## src/common/rsu_pkg.sv

```systemverilog
// shared constants and types of the redundancy switch unit
package rsu_pkg;

    // register bus shape
    localparam int ADDR_W = 8;
    localparam int DATA_W = 16;

    // register offsets
    localparam logic [7:0] REG_CTRL = 8'h00;
    localparam logic [7:0] REG_STATUS = 8'h04;
    localparam logic [7:0] REG_MASK = 8'h08;
    localparam logic [7:0] REG_STATE = 8'h0C;

    // control register fields
    localparam int CTRL_SRC_BIT = 0;
    localparam int CTRL_KIND_LSB = 1;
    localparam logic [3:0] CTRL_RESET = 4'h0;

    // status and mask bits, same layout
    localparam int ST_HANDOVER_DONE = 0;
    localparam int ST_MINOR_EVT = 1;
    localparam int ST_MAJOR_EVT = 2;
    localparam int ST_RESYNC_DONE = 3;
    localparam logic [3:0] STATUS_RESET = 4'h0;
    localparam logic [3:0] MASK_RESET = 4'h0;

    // data kinds offered by a processor each scan
    localparam logic [1:0] KIND_INPUT = 2'h0;
    localparam logic [1:0] KIND_OVERRIDE = 2'h1;
    localparam logic [1:0] KIND_REGISTER = 2'h2;
    localparam logic [1:0] KIND_NONE = 2'h3;

    // master-select keyswitch codes
    localparam logic [1:0] SEL_FIRST = 2'h1;
    localparam logic [1:0] SEL_SECOND = 2'h2;

    // intermediate storage and relays
    localparam int BUF_DEPTH = 16;
    localparam int BUF_AW = 4;
    localparam int RELAY_COUNT = 12;

    // operating states
    typedef enum logic [1:0] {
        ST_HOLD,
        ST_RUN,
        ST_HANDOVER,
        ST_SHUTDOWN
    } rsu_state_type;

endpackage

```

## src/design/rsu_copy_buf.sv

```systemverilog
// intermediate storage for data moving from master to standby
`timescale 1ns/100ps
`default_nettype none
module rsu_copy_buf import rsu_pkg::*; (
    input wire logic mclk_i,
    input wire logic rst_i,
    input wire logic push_i,
    input wire logic [DATA_W-1:0] data_i,
    input wire logic pop_i,
    output logic [DATA_W-1:0] data_o,
    output logic empty_o,
    output logic full_o
);
    // whole module state in one word
    typedef struct packed {
        logic [BUF_DEPTH-1:0][DATA_W-1:0] mem;
        logic [BUF_AW-1:0] wptr;
        logic [BUF_AW-1:0] rptr;
        logic [BUF_AW:0] count;
        logic [DATA_W-1:0] rdata;
    } rsu_buf_type;

    rsu_buf_type r, next_r;

    // flags straight from the count flop
    assign empty_o = (r.count == '0);
    assign full_o = (r.count == (BUF_AW+1)'(BUF_DEPTH));
    assign data_o = r.rdata;

    // caller never pushes when full nor pops when empty
    always_comb begin
        next_r = r;
        if (push_i) begin
            next_r.mem[r.wptr] = data_i;
            next_r.wptr = r.wptr + BUF_AW'(1);
        end
        if (pop_i) begin
            next_r.rdata = r.mem[r.rptr];
            next_r.rptr = r.rptr + BUF_AW'(1);
        end
        // simultaneous push and pop keeps the count
        next_r.count = r.count + (BUF_AW+1)'(push_i) - (BUF_AW+1)'(pop_i);
    end

    // reset clears the whole state, storage contents and pointers alike
    always_ff @(posedge mclk_i) begin
        if (rst_i) begin
            r <= '0;
        end else begin
            r <= next_r;
        end
    end
endmodule
`default_nettype wire

```

## src/design/rsu_relay_drive.sv

```systemverilog
// changeover relays and fail-safe alarm relay drivers
`timescale 1ns/100ps
`default_nettype none
module rsu_relay_drive import rsu_pkg::*; (
    input wire logic mclk_i,
    input wire logic rst_i,
    input wire logic master_i,
    input wire logic minor_i,
    input wire logic major_i,
    output logic [RELAY_COUNT-1:0] relay_o,
    output logic minor_relay_o,
    output logic major_relay_o
);
    // whole module state in one word
    typedef struct packed {
        logic [RELAY_COUNT-1:0] relay;
        logic minor_relay;
        logic major_relay;
    } rsu_relay_type;

    rsu_relay_type r, next_r;
    logic [RELAY_COUNT-1:0] next_relay; // per-coil next value

    assign relay_o = r.relay;
    assign minor_relay_o = r.minor_relay;
    assign major_relay_o = r.major_relay;

    // per-relay coil, set means second processor is master
    for (genvar g = 0; g < RELAY_COUNT; g++) begin : g_relay
        assign next_relay[g] = master_i;
    end

    // each relay coil follows the master only
    always_comb begin
        next_r = r;
        next_r.relay = next_relay;
        // energized while healthy, so a dead unit also alarms
        next_r.minor_relay = !minor_i;
        next_r.major_relay = !major_i;
    end

    // all coils drop during reset: alarms fail-safe
    always_ff @(posedge mclk_i) begin
        if (rst_i) begin
            r <= '0;
        end else begin
            r <= next_r;
        end
    end

    a_relay_follow: assert property (@(posedge mclk_i)
        disable iff (rst_i)
        !$past(rst_i) |-> relay_o == {RELAY_COUNT{$past(master_i)}})
        else $error("relays do not follow master");
    a_alarm_failsafe: assert property (@(posedge mclk_i)
        disable iff (rst_i) minor_i ##1 1'b1 |-> !minor_relay_o)
        else $error("minor alarm relay energized under fault");
endmodule
`default_nettype wire

```

## src/design/rsu_top.sv

```systemverilog
// redundancy switch unit: supervision, copy engine and switchover
`timescale 1ns/100ps
`default_nettype none
module rsu_top import rsu_pkg::*; (
    input wire logic mclk_i,
    input wire logic rst_i,
    // register port
    input wire logic [ADDR_W-1:0] reg_addr_i,
    input wire logic [DATA_W-1:0] reg_wdata_i,
    input wire logic reg_wr_i,
    input wire logic reg_rd_i,
    output logic [DATA_W-1:0] reg_rdata_o,
    output logic irq_o,
    // keyswitches and jumpers
    input wire logic run_hold_i,
    input wire logic [1:0] master_sel_i,
    input wire logic [2:0] jumper_kinds_i,
    input wire logic dual_chain_i,
    input wire logic aux_fitted_i,
    // first processor
    input wire logic first_processor_valid_i,
    input wire logic [1:0] first_processor_kind_i,
    input wire logic [DATA_W-1:0] first_processor_data_i,
    input wire logic first_processor_fault_i,
    input wire logic first_processor_online_i,
    // second processor
    input wire logic second_processor_valid_i,
    input wire logic [1:0] second_processor_kind_i,
    input wire logic [DATA_W-1:0] second_processor_data_i,
    input wire logic second_processor_fault_i,
    input wire logic second_processor_online_i,
    // sweep boundary of the current master
    input wire logic sweep_end_i,
    // chain health
    input wire logic chain1_fault_i,
    input wire logic chain2_fault_i,
    input wire logic aux_chain1_fault_i,
    input wire logic aux_chain2_fault_i,
    // standby data path
    output logic [DATA_W-1:0] sby_data_o,
    output logic sby_valid_o,
    output logic sby_dest_o,
    // steering
    output logic io_bus_sel_o,
    output logic io_bus_en_o,
    output logic chain_sel_o,
    output logic aux_chain_sel_o,
    output logic [RELAY_COUNT-1:0] relay_o,
    output logic minor_relay_o,
    output logic major_relay_o
);
    // whole block state in one word
    typedef struct packed {
        rsu_state_type st;
        logic master;            // 0 first, 1 second
        logic chain;             // 0 chain 1, 1 chain 2
        logic aux_chain;
        logic [3:0] ctrl;
        logic [3:0] status;
        logic [3:0] mask;
        logic [DATA_W-1:0] rdata;
        logic irq;
        logic flushing;          // draining storage to standby
        logic sby_valid;
        logic resync;            // full refresh this scan
        logic [1:0] online_q;    // online history for edge find
        logic minor;
        logic major;
        logic bus_en;            // bus released in shutdown
        logic sby_dest;          // standby id, inverse of master from the first clock after reset
    } rsu_top_type;

    rsu_top_type r, next_r;

    // storage handshake
    logic push;
    logic pop;
    logic buf_empty;
    logic buf_full;
    logic [DATA_W-1:0] buf_rdata;

    // view of the present master and standby
    logic mst_valid;
    logic [1:0] mst_kind;
    logic [DATA_W-1:0] mst_data;
    logic mst_fault;
    logic sby_fault;
    logic sby_online;
    logic [2:0] kinds;
    logic kind_hit;
    logic forced;
    logic forced_id;
    logic capture_on;
    logic chain_bad;
    logic chain_alt_ok;
    logic aux_bad;
    logic aux_alt_ok;
    logic major_cond;
    logic minor_cond;
    logic overflow;

    // master-side mux; of the standby only its fault and online lines are looked at
    always_comb begin
        mst_valid = r.master ? second_processor_valid_i
                             : first_processor_valid_i;
        mst_kind = r.master ? second_processor_kind_i
                            : first_processor_kind_i;
        mst_data = r.master ? second_processor_data_i
                            : first_processor_data_i;
        mst_fault = r.master ? second_processor_fault_i
                             : first_processor_fault_i;
        sby_fault = r.master ? first_processor_fault_i
                             : second_processor_fault_i;
        sby_online = r.master ? first_processor_online_i
                              : second_processor_online_i;
    end

    // copy selection and fault conditions
    always_comb begin
        // source of the copy set: jumpers or software
        kinds = r.ctrl[CTRL_SRC_BIT] ?
            r.ctrl[CTRL_KIND_LSB +: 3] : jumper_kinds_i;
        // a refresh after return moves everything
        kind_hit = (mst_kind != KIND_NONE) &&
            (r.resync || kinds[mst_kind]);
        forced = (master_sel_i == SEL_FIRST) ||
            (master_sel_i == SEL_SECOND);
        forced_id = (master_sel_i == SEL_SECOND);
        // a failing master is not trusted for new data
        capture_on = (r.st == ST_RUN) && !mst_fault;
        push = capture_on && mst_valid && kind_hit && !buf_full;
        overflow = capture_on && mst_valid && kind_hit && buf_full;
        pop = r.flushing && !buf_empty;
        chain_bad = r.chain ? chain2_fault_i : chain1_fault_i;
        chain_alt_ok = dual_chain_i &&
            !(r.chain ? chain1_fault_i : chain2_fault_i);
        aux_bad = aux_fitted_i &&
            (r.aux_chain ? aux_chain2_fault_i : aux_chain1_fault_i);
        aux_alt_ok = aux_fitted_i && dual_chain_i &&
            !(r.aux_chain ? aux_chain1_fault_i : aux_chain2_fault_i);
        // shutdown: no healthy master or no usable main chain
        major_cond = (first_processor_fault_i &&
            second_processor_fault_i) ||
            (chain_bad && !chain_alt_ok);
        // anything degraded while the system still runs
        minor_cond = !major_cond && (first_processor_fault_i ||
            second_processor_fault_i || chain1_fault_i ||
            (dual_chain_i && chain2_fault_i) || aux_bad ||
            overflow || !sby_online);
    end

    // next-state logic for the whole block
    always_comb begin
        next_r = r;
        next_r.online_q = {first_processor_online_i,
                           second_processor_online_i};
        next_r.sby_valid = pop;
        next_r.minor = minor_cond;
        next_r.major = major_cond;
        // scan end starts draining storage to the standby
        if (sweep_end_i && r.st == ST_RUN) begin
            next_r.flushing = 1'b1;
        end else if (buf_empty && !push) begin
            next_r.flushing = 1'b0;
        end
        // refresh finishes at the first sweep end seen while running
        if (r.resync && sweep_end_i && r.st == ST_RUN) begin
            next_r.resync = 1'b0;
        end
        // standby coming back on line needs a full refresh
        if ((!r.online_q[1] && first_processor_online_i && r.master) ||
            (!r.online_q[0] && second_processor_online_i &&
             !r.master)) begin
            next_r.resync = 1'b1;
        end
        // chain choice: move off a failed chain when allowed
        if (r.st != ST_HOLD && chain_bad && chain_alt_ok) begin
            next_r.chain = !r.chain;
        end
        if (r.st != ST_HOLD && aux_bad && aux_alt_ok) begin
            next_r.aux_chain = !r.aux_chain;
        end
        // operating state
        case (r.st)
            ST_HOLD: begin
                if (run_hold_i) begin
                    next_r.st = ST_RUN;
                end
            end
            ST_RUN: begin
                if (!run_hold_i) begin
                    next_r.st = ST_HOLD;
                end else if (!forced && mst_fault && !sby_fault &&
                             sby_online) begin
                    // drain what was captured before switching
                    next_r.st = ST_HANDOVER;
                    next_r.flushing = 1'b1;
                end
            end
            ST_HANDOVER: begin
                // swap only once storage and output are empty
                if (forced) begin
                    next_r.st = ST_RUN;
                end else if (buf_empty && !r.sby_valid) begin
                    next_r.master = !r.master;
                    next_r.st = ST_RUN;
                end
            end
            ST_SHUTDOWN: begin
                if (!major_cond) begin
                    next_r.st = ST_HOLD;
                end
            end
            default: begin
                next_r.st = ST_HOLD;
            end
        endcase
        if (major_cond) begin
            next_r.st = ST_SHUTDOWN;
            next_r.flushing = 1'b0;
        end
        // keyswitch forcing overrides fault-driven choice
        if (forced) begin
            next_r.master = forced_id;
        end
        // register writes; sticky bits clear on one, set wins
        if (reg_wr_i) begin
            case (reg_addr_i)
                REG_CTRL: next_r.ctrl = reg_wdata_i[3:0];
                REG_MASK: next_r.mask = reg_wdata_i[3:0];
                REG_STATUS: next_r.status = r.status & ~reg_wdata_i[3:0];
                default: begin
                end
            endcase
        end
        if (r.st == ST_HANDOVER && !forced && buf_empty &&
            !r.sby_valid && !major_cond) begin
            next_r.status[ST_HANDOVER_DONE] = 1'b1;
        end
        if (r.resync && sweep_end_i && r.st == ST_RUN) begin
            next_r.status[ST_RESYNC_DONE] = 1'b1;
        end
        if (minor_cond && !r.minor) begin
            next_r.status[ST_MINOR_EVT] = 1'b1;
        end
        if (major_cond && !r.major) begin
            next_r.status[ST_MAJOR_EVT] = 1'b1;
        end
        // read data stand only in the cycle after the strobe
        next_r.rdata = '0;
        if (reg_rd_i) begin
            case (reg_addr_i)
                REG_CTRL: next_r.rdata = {12'h000, r.ctrl};
                REG_STATUS: next_r.rdata = {12'h000, r.status};
                REG_MASK: next_r.rdata = {12'h000, r.mask};
                REG_STATE: next_r.rdata = {7'h00, r.major, r.minor,
                    r.resync, r.aux_chain, r.chain, r.master, r.st,
                    r.flushing};
                default: next_r.rdata = '0;
            endcase
        end
        next_r.irq = |(next_r.status & next_r.mask);
        next_r.bus_en = (next_r.st != ST_SHUTDOWN);
        next_r.sby_dest = !next_r.master;
    end

    // single register stage for the whole block
    always_ff @(posedge mclk_i) begin
        if (rst_i) begin
            r <= '{st: ST_HOLD, ctrl: CTRL_RESET, status: STATUS_RESET,
                   mask: MASK_RESET, online_q: 2'h3, default: '0};
        end else begin
            r <= next_r;
        end
    end

    // storage between master read and standby write
    rsu_copy_buf u_buf (
        .mclk_i(mclk_i),
        .rst_i(rst_i),
        .push_i(push),
        .data_i(mst_data),
        .pop_i(pop),
        .data_o(buf_rdata),
        .empty_o(buf_empty),
        .full_o(buf_full)
    );

    // peripheral and alarm relays
    rsu_relay_drive u_relay (
        .mclk_i(mclk_i),
        .rst_i(rst_i),
        .master_i(r.master),
        .minor_i(r.minor),
        .major_i(r.major),
        .relay_o(relay_o),
        .minor_relay_o(minor_relay_o),
        .major_relay_o(major_relay_o)
    );

    // outputs, all from flops
    assign reg_rdata_o = r.rdata;
    assign irq_o = r.irq;
    assign sby_data_o = buf_rdata;
    assign sby_valid_o = r.sby_valid;
    assign sby_dest_o = r.sby_dest;
    assign io_bus_sel_o = r.master;
    assign io_bus_en_o = r.bus_en;
    assign chain_sel_o = r.chain;
    assign aux_chain_sel_o = r.aux_chain;

    a_forced_master: assert property (@(posedge mclk_i)
        disable iff (rst_i) master_sel_i == SEL_SECOND |=> r.master)
        else $error("forced master not kept");
    a_hold_no_copy: assert property (@(posedge mclk_i)
        disable iff (rst_i) r.st == ST_HOLD |-> !push)
        else $error("copy while holding");
    a_major_shutdown: assert property (@(posedge mclk_i)
        disable iff (rst_i)
        major_cond |=> r.st == ST_SHUTDOWN ##1 !major_relay_o)
        else $error("major fault did not shut down");
    a_handover_bound: assert property (@(posedge mclk_i)
        disable iff (rst_i)
        r.st == ST_HANDOVER |-> ##[1:40] r.st != ST_HANDOVER)
        else $error("handover too long");
    a_handover_clean: assert property (@(posedge mclk_i)
        disable iff (rst_i)
        r.st == ST_HANDOVER ##1 r.st == ST_RUN && $past(!forced)
        |-> $past(buf_empty) && $changed(r.master))
        else $error("handover left data behind");
    a_pop_output: assert property (@(posedge mclk_i)
        disable iff (rst_i) pop |=> sby_valid_o &&
        sby_data_o == $past(u_buf.r.mem[u_buf.r.rptr]))
        else $error("standby word lost");
    a_resync_all: assert property (@(posedge mclk_i)
        disable iff (rst_i) r.resync && capture_on && mst_valid
        && mst_kind != KIND_NONE && !buf_full |-> push)
        else $error("refresh skipped a word");
    a_chain_swap: assert property (@(posedge mclk_i)
        disable iff (rst_i) r.st == ST_RUN && chain_bad && chain_alt_ok
        |=> chain_sel_o != $past(chain_sel_o))
        else $error("failed chain kept");
    a_fault_handover: assert property (@(posedge mclk_i)
        disable iff (rst_i)
        r.st == ST_RUN && run_hold_i && !forced && mst_fault &&
        !sby_fault && sby_online && !major_cond
        |=> r.st == ST_HANDOVER)
        else $error("master fault ignored");
endmodule
`default_nettype wire

```

## config.mk

```make
export PLATFORM = sky130hd
export DESIGN_NAME = rsu_top
export DESIGN_NICKNAME = d
export VERILOG_FILES = /design/src/common/rsu_pkg.sv /design/src/design/rsu_copy_buf.sv /design/src/design/rsu_relay_drive.sv /design/src/design/rsu_top.sv
export SDC_FILE = /design/constraint.sdc
export NUM_CORES = 1
export LEC_CHECK = 0
export ABC_AREA = 1
export BUFFER_PORTS_ARGS = -buffer_cell sky130_fd_sc_hd__buf_2
export CAP_MARGIN = 40
export CORE_ASPECT_RATIO = 0.9
export CORE_MARGIN = 10
export CORE_UTILIZATION = 60
export CTS_CLUSTER_DIAMETER = 30
export CTS_CLUSTER_SIZE = 30
export DETAILED_ROUTE_END_ITERATION = 12
export PLACE_DENSITY_LB_ADDON = 0.08
export SLEW_MARGIN = 40
export SYNTH_ARGS = -nofsm -noshare
export SYNTH_HDL_FRONTEND = slang
export SYNTH_HIERARCHICAL = 1
export SYNTH_SLANG_ARGS = --single-unit
```

## constraint.sdc

```tcl
create_clock -name mclk_i -period 4.4 [get_ports mclk_i]
set_clock_uncertainty 0.15 [all_clocks]
set_input_delay 0.88 -clock mclk_i [delete_from_list [all_inputs] [get_ports mclk_i]]
set_output_delay 0.88 -clock mclk_i [all_outputs]
set_load 0.1 [all_outputs]
```

# Word-level counts from Yosys, hierarchy flattened
# Index checks and enable logic that the tools add are counted.
[totals]
regBits = 331
latchBits = 0
ram_bits = 0
mem_bits_ro = 0
in_bits = 83
mem_count = 0
[classes]
addsub = 4
mul = 0
n_div = 0
order_cmp = 4
n_eq_ne = 11
n_shift = 0
muxes = 42
n_bitwise = 4
reduce_logical = 77
[op_table]
columns = ["op", "count"]
rows = [
  ["256-bit bitwise mux", 1],
  ["16-bit binary-select mux with 4-bit select", 1],
  ["16-bit demux with 4-bit select", 1],
  ["16-bit two-way mux", 3],
  ["1-bit logical AND", 38],
  ["9-bit one-hot mux with 4 select lines", 1],
  ["1-bit two-way mux", 22],
  ["1-bit zero test", 20],
  ["8-bit by 4-bit equality test with 1-bit output, second input constant", 2],
  ["2-bit two-way mux", 6],
  ["1-bit logical OR", 10],
  ["4-bit by 5-bit < comparator with 1-bit output, second input constant", 2],
  ["4-bit by 1-bit adder with 4-bit output, second input constant", 2],
  ["4-bit bitwise AND", 2],
  ["8-bit by 3-bit equality test with 1-bit output, second input constant", 1],
  ["8-bit zero test", 1],
  ["4-bit two-way mux", 2],
  ["8-bit two-way mux", 1],
  ["2-bit one-hot mux with 4 select lines", 1],
  ["2-bit equality test, second input constant", 3],
  ["3-bit two-way mux", 2],
  ["5-bit by 1-bit adder with 5-bit output", 1],
  ["5-bit equality test, second input constant", 1],
  ["5-bit zero test", 1],
  ["13 further kinds", 17],
]

# Depth between registers and ports, before layout
[logic_depth]
ltp_word = 14
ltp_mapped = 19
depth_no_buf = 18

# Cells and area by module
# Netlist, hierarchy kept.
[modules_own_cells]
columns = ["module", "instances", "cells_each", "area_per_inst_um2", "seq_area_each_um2"]
rows = [
  ["rsu_copy_buf", 1, 1937, 13015.0, 5705.5],
  ["rsu_top", 1, 346, 2157.1, 720.7],
  ["rsu_relay_drive", 1, 18, 157.7, 60.1],
]

# Worst setup path before layout
# Ideal clock, no wire load.
[synth_timing]
kind = "reg-to-reg"
from = "register r (netlist bit io_bus_sel_o)"
to = "register u_buf/r[20] (netlist bit)"
t_arrival_ps = 3484
path_slack_ps = 696
path_stages_with_launch = 18
n_path_buf = 2
period_less_slack_ps = 3704
path_cell_list = "dfxtp_1 -> buf_6 -> buf_6 -> nand2_1 -> nand2_1 -> nand3_1 -> nor2_2 -> nand2_1 -> nor2_2 -> inv_1 -> ha_1 -> inv_1 -> ha_1 -> inv_1 -> fa_1 -> o31ai_1 -> o21ai_0 -> a21oi_1"
[synth_between]
elab_chain_len = 9
word_cells_on_any_way = 15
cone_classes = "2 x add/sub; 1 x eq/ne; 5 x mux; 7 x reduce/logical"
[synth_rtl]
columns = ["item", "line_no", "text"]
rows = [
  ["start, declared", "rsu_top.sv:73", "rsu_top_type r, next_r;"],
  ["start signal, assigned", "rsu_top.sv:270", "r <= '{st: ST_HOLD, ctrl: CTRL_RESET, status: STATUS_RESET,"],
  ["start signal, assigned", "rsu_top.sv:273", "r <= next_r;"],
  ["2-bit two-way mux", "rsu_top.sv:106", "mst_kind = r.master ? second_processor_kind_i"],
  ["1-bit binary-select mux with 2-bit select", "rsu_top.sv:125", "(r.resync || kinds[mst_kind]);"],
  ["1-bit two-way mux (not written as such)", "rsu_top.sv:125", ""],
  ["1-bit logical OR", "rsu_top.sv:125", ""],
  ["1-bit logical AND", "rsu_top.sv:124", "kind_hit = (mst_kind != KIND_NONE) &&"],
  ["1-bit logical AND (*) (2 in a row)", "rsu_top.sv:131", "push = capture_on && mst_valid && kind_hit && !buf_full;"],
  ["named net push", "rsu_top.sv:76", "logic push;"],
  ["5-bit by 1-bit adder with 5-bit output (*)", "rsu_copy_buf.sv:42", "next_r.count = r.count + (BUF_AW+1)'(push_i) - (BUF_AW+1)'(pop_i);"],
  ["5-bit by 1-bit subtractor with 5-bit output (*)", "rsu_copy_buf.sv:42", ""],
  ["end signal, assigned", "rsu_copy_buf.sv:50", "r <= next_r;"],
  ["end, declared", "rsu_copy_buf.sv:23", "rsu_buf_type r, next_r;"],
]
# The timed path passes the listed nets; every way through them passes the cells marked *. The select of a mux whose other input is x is not followed.
# A chain may end at the register's enable or synchronous reset.

# Worst setup path after layout
# Ends and elaborated chain as after synthesis.

==> results.json <==
{
  "result_of_the_run": "completed",
  "first_global_vias": 14200,
  "post-route-cell-area_um2": 17700,
  "clock_sinks": 324,
  "grt_start_max_net_pins": 125,
  "postSynth.asyncResetShare": 0,
  "cts_resized": 0,
  "synth-seq-cells": 324,
  "max_slew_margin": 0.427,
  "synth_warnings": 6,
  "tritoncts": "built",
  "power_leakage_uw": 0.00819,
  "fp.coreArea_um2": 25200,
  "maxSlewViolCount": 0,
  "post_synth.cell_area_avg_um2": 6.66,
  "tritoncts.num_buffers": 61,
  "layout.filler_cells": 2176,
  "rows": 55,
  "antenna_found_initial": 1,
  "synth_top_cell_area_share": 0.423,
  "wl_per_cell_um": 17.2,
  "die_area_um2": 32400,
  "final_nets": 2409,
  "htree_num_levels": 2,
  "viasPerCell": 5.58,
  "achievable-frequency_mhz": 273,
  "placement.cell_area_um2": 15500,
  "slowest_cell_on_the_critical_path": "dfxtp_1",
  "timing.max_cap.violations": 0,
  "cp_max_fo": 23,
  "startpoint_kind_of_the_worst_setup_timing_path": "flip-flop",
  "worst-endpoint-arrival_ns": 4.02,
  "vdd_drop_max_mv": 0.457,
  "num_vias": 15100,
  "worst_stage_delay_on_the_critical_path_ns": 0.68,
  "synth_top_flop_cell": "dfxtp_1",
  "cts.reportedPaths.clkPinSlew_ns": 0.05,
  "timing_worst_setup_path_type": "flip-flop to flip-flop",
  "path_cells": "clkinv_4, nand2_1, nand2_1, inv_1, nor2_1, nor2_2, nand2_1, nor2_2, buf_4, inv_1, ha_1, inv_1, ha_1, inv_1, fa_1, o31ai_1, o21ai_0, a21oi_1",
  "hold_viol_final": 0,
  "die_width_um": 188,
  "yosys.cell_types.count": 43,
  "routabilityCongestion": 0.903,
  "cts_root_buf": "clkbuf_16",
  "initial_cell_density_of_the_core": 0.609,
  "timing.setup.tns_ns": 0,
  "timing.critical_path.required_ns": 4.75,
  "drt_drc_violations_left": 0,
  "post_route_cells_drive_above_1_share": 0.132,
  "cts_buffer_depth": 3,
  "unrepaired_setup_endpoints_after_global_routing": "false",
  "synthTopCellsByArea": "dfxtp_1, nor2_1, nand2_1, o21ai_0, nand3_1",
  "detailedRoute.firstPassIterationCount": 6,
  "globalRouteTotalUtil": 0.276,
  "min_period_ns": 3.66,
  "final-setup-viol-count": 0,
  "detail-route-antenna-nets": 0,
  "timing_worst_slew_pin_value_ns": 0.858,
  "synthDominantAreaCellType": "dfxtp_1",
  "yosysSeqAreaShare": 0.423,
  "critical-path-top-cell-by-count": "inv_1",
  "end_kind": "flip-flop",
  "port-buffer-count": 116,
  "power.density_cell_area_nw_per_um2": 494,
  "drt_iter0_drc": 1671,
  "min_path_type": "flip-flop to flip-flop",
  "hold-worst-slack_ns": 0.259,
  "flow.area_growth_from_synthesis_pct": 15.7,
  "postCtsSetupRepairBufs": 0,
  "layout_worst_path_cycle_share": 0.832,
  "postRouteWirelength_mm": 46.5,
  "global_route.overflow_total": 0,
  "insertedDiodeCount": 0,
  "chipHeight_um": 172,
  "pin_count": 136,
  "grt_pass1_wl_mm": 73.4,
  "worstSkewPairLatency_ns": 0.59,
  "synthesis.area_um2": 15300,
  "ctsHoldBuffers": 0,
  "postSynthCellCount": 2301,
  "number_of_enable_flip_flop_cells_after_synthesis": 0,
  "hpwl_mm": 28.9
}
registers in the layout, indices dropped and copies added (netlist names), 9 cells and up:
name          cells
r                20
u_buf/r         269
u_buf/data_o     16
reg_rdata_o       9
power breakdown:
part           switching [µW]  total, µW  leakage, µW  internal, µW
combinational             605        761      0.00450           156
clock                    1660       5010      0.00107          3350
sequential               30.5       3010      0.00261          2970
layout by cell type (no fill, tap or decap), types with 8 or more instances in the layout:
cell,instances
clkinvlp_4,9
dfxtp_1,322
buf_4,25
nand3_1,217
clkbuf_16,62
a21oi_1,25
bufinv_16,11
nor2_1,586
inv_6,8
o21ai_0,241
buf_2,116
nor2_4,17
nor3_1,8
nand2_1,487
ha_1,12
inv_1,77
inv_2,18
o21ai_1,40
stage by stage:
step / total power (µW) / utilization / std cells / setup WS, ns
2_1_floorplan: 3630 / - / 2307 / 0.696
3_3_place_gp: 3800 / 0.614 / 2591 / 0.811
3_5_place_dp: 3810 / 0.614 / 2591 / 0.727
4_1_cts: 8800 / 0.703 / 2706 / 0.782
5_1_grt: 9010 / 0.704 / 2707 / 0.518
6_report: 8770 / 0.704 / 2707 / 0.738
final cells by class:
class | instances | area [µm²] | area share
repair buffers | 143 | 808 | 0.0456
flip-flops and latches | 324 | 6490 | 0.366
clock buffers | 73 | 1650 | 0.0932
multi-input cells | 1681 | 7370 | 0.416
well taps | 342 | 428 | 0.0241
inverters | 102 | 397 | 0.0224
clock inverters | 42 | 589 | 0.0332
Yosys cell counts (all sizes together) (2+ instances only):
cell	number
a21oi	25
a31oi	2
a41oi	2
buf	125
clkbuf	75
clkinv	4
dfxtp	324
ha	12
inv	98
nand2	496
nand3	219
nand4	4
nor2	607
nor3	9
o21ai	281
o22ai	2
or2	3
xor2	3
cells by family after synthesis:
| group | count (synthesis) | synth area share |
|---|---|---|
| adder cells (fa/ha/maj) | 13 | 0.0111 |
| buffers and inverters | 302 | 0.0977 |
| AND/OR/NAND/NOR | 1341 | 0.361 |
| AO/OA/AOI/OAI | 317 | 0.105 |
| other | 1 | 0.000245 |
| flip-flops | 324 | 0.423 |
| XOR/XNOR | 3 | 0.00171 |
worst max-delay path: cells and delay by family, from the launching register on:
kind                     cells  cell delay, ns
adder cells (fa/ha/maj)      3            0.86
buffers and inverters        6            0.76
flip-flops                   1            0.68
AO/OA/AOI/OAI                3            0.61
AND/OR/NAND/NOR              6            0.53
per-layer routing:
| layer | GRT usage | share of wire |
|---|---|---|
| met5 | 0 | 0.00032 |
| met4 | 0.0896 | 0.022 |
| met3 | 0.0668 | 0.10 |
| met2 | 0.451 | 0.46 |
| met1 | 0.352 | 0.41 |
path summary, 6_finish.rpt:
path | startpoint | to | slack (ns) | depth (start not counted)
max | io_bus_sel_o | u_buf/r[20] | 0.74 | 18
min | r[2] | u_relay/major_relay_o | 0.26 | 1
max reg2reg | io_bus_sel_o | u_buf/r[20] | 0.74 | 18
min reg2reg | r[2] | u_relay/major_relay_o | 0.26 | 1
Power figures use the tool's default switching activity.
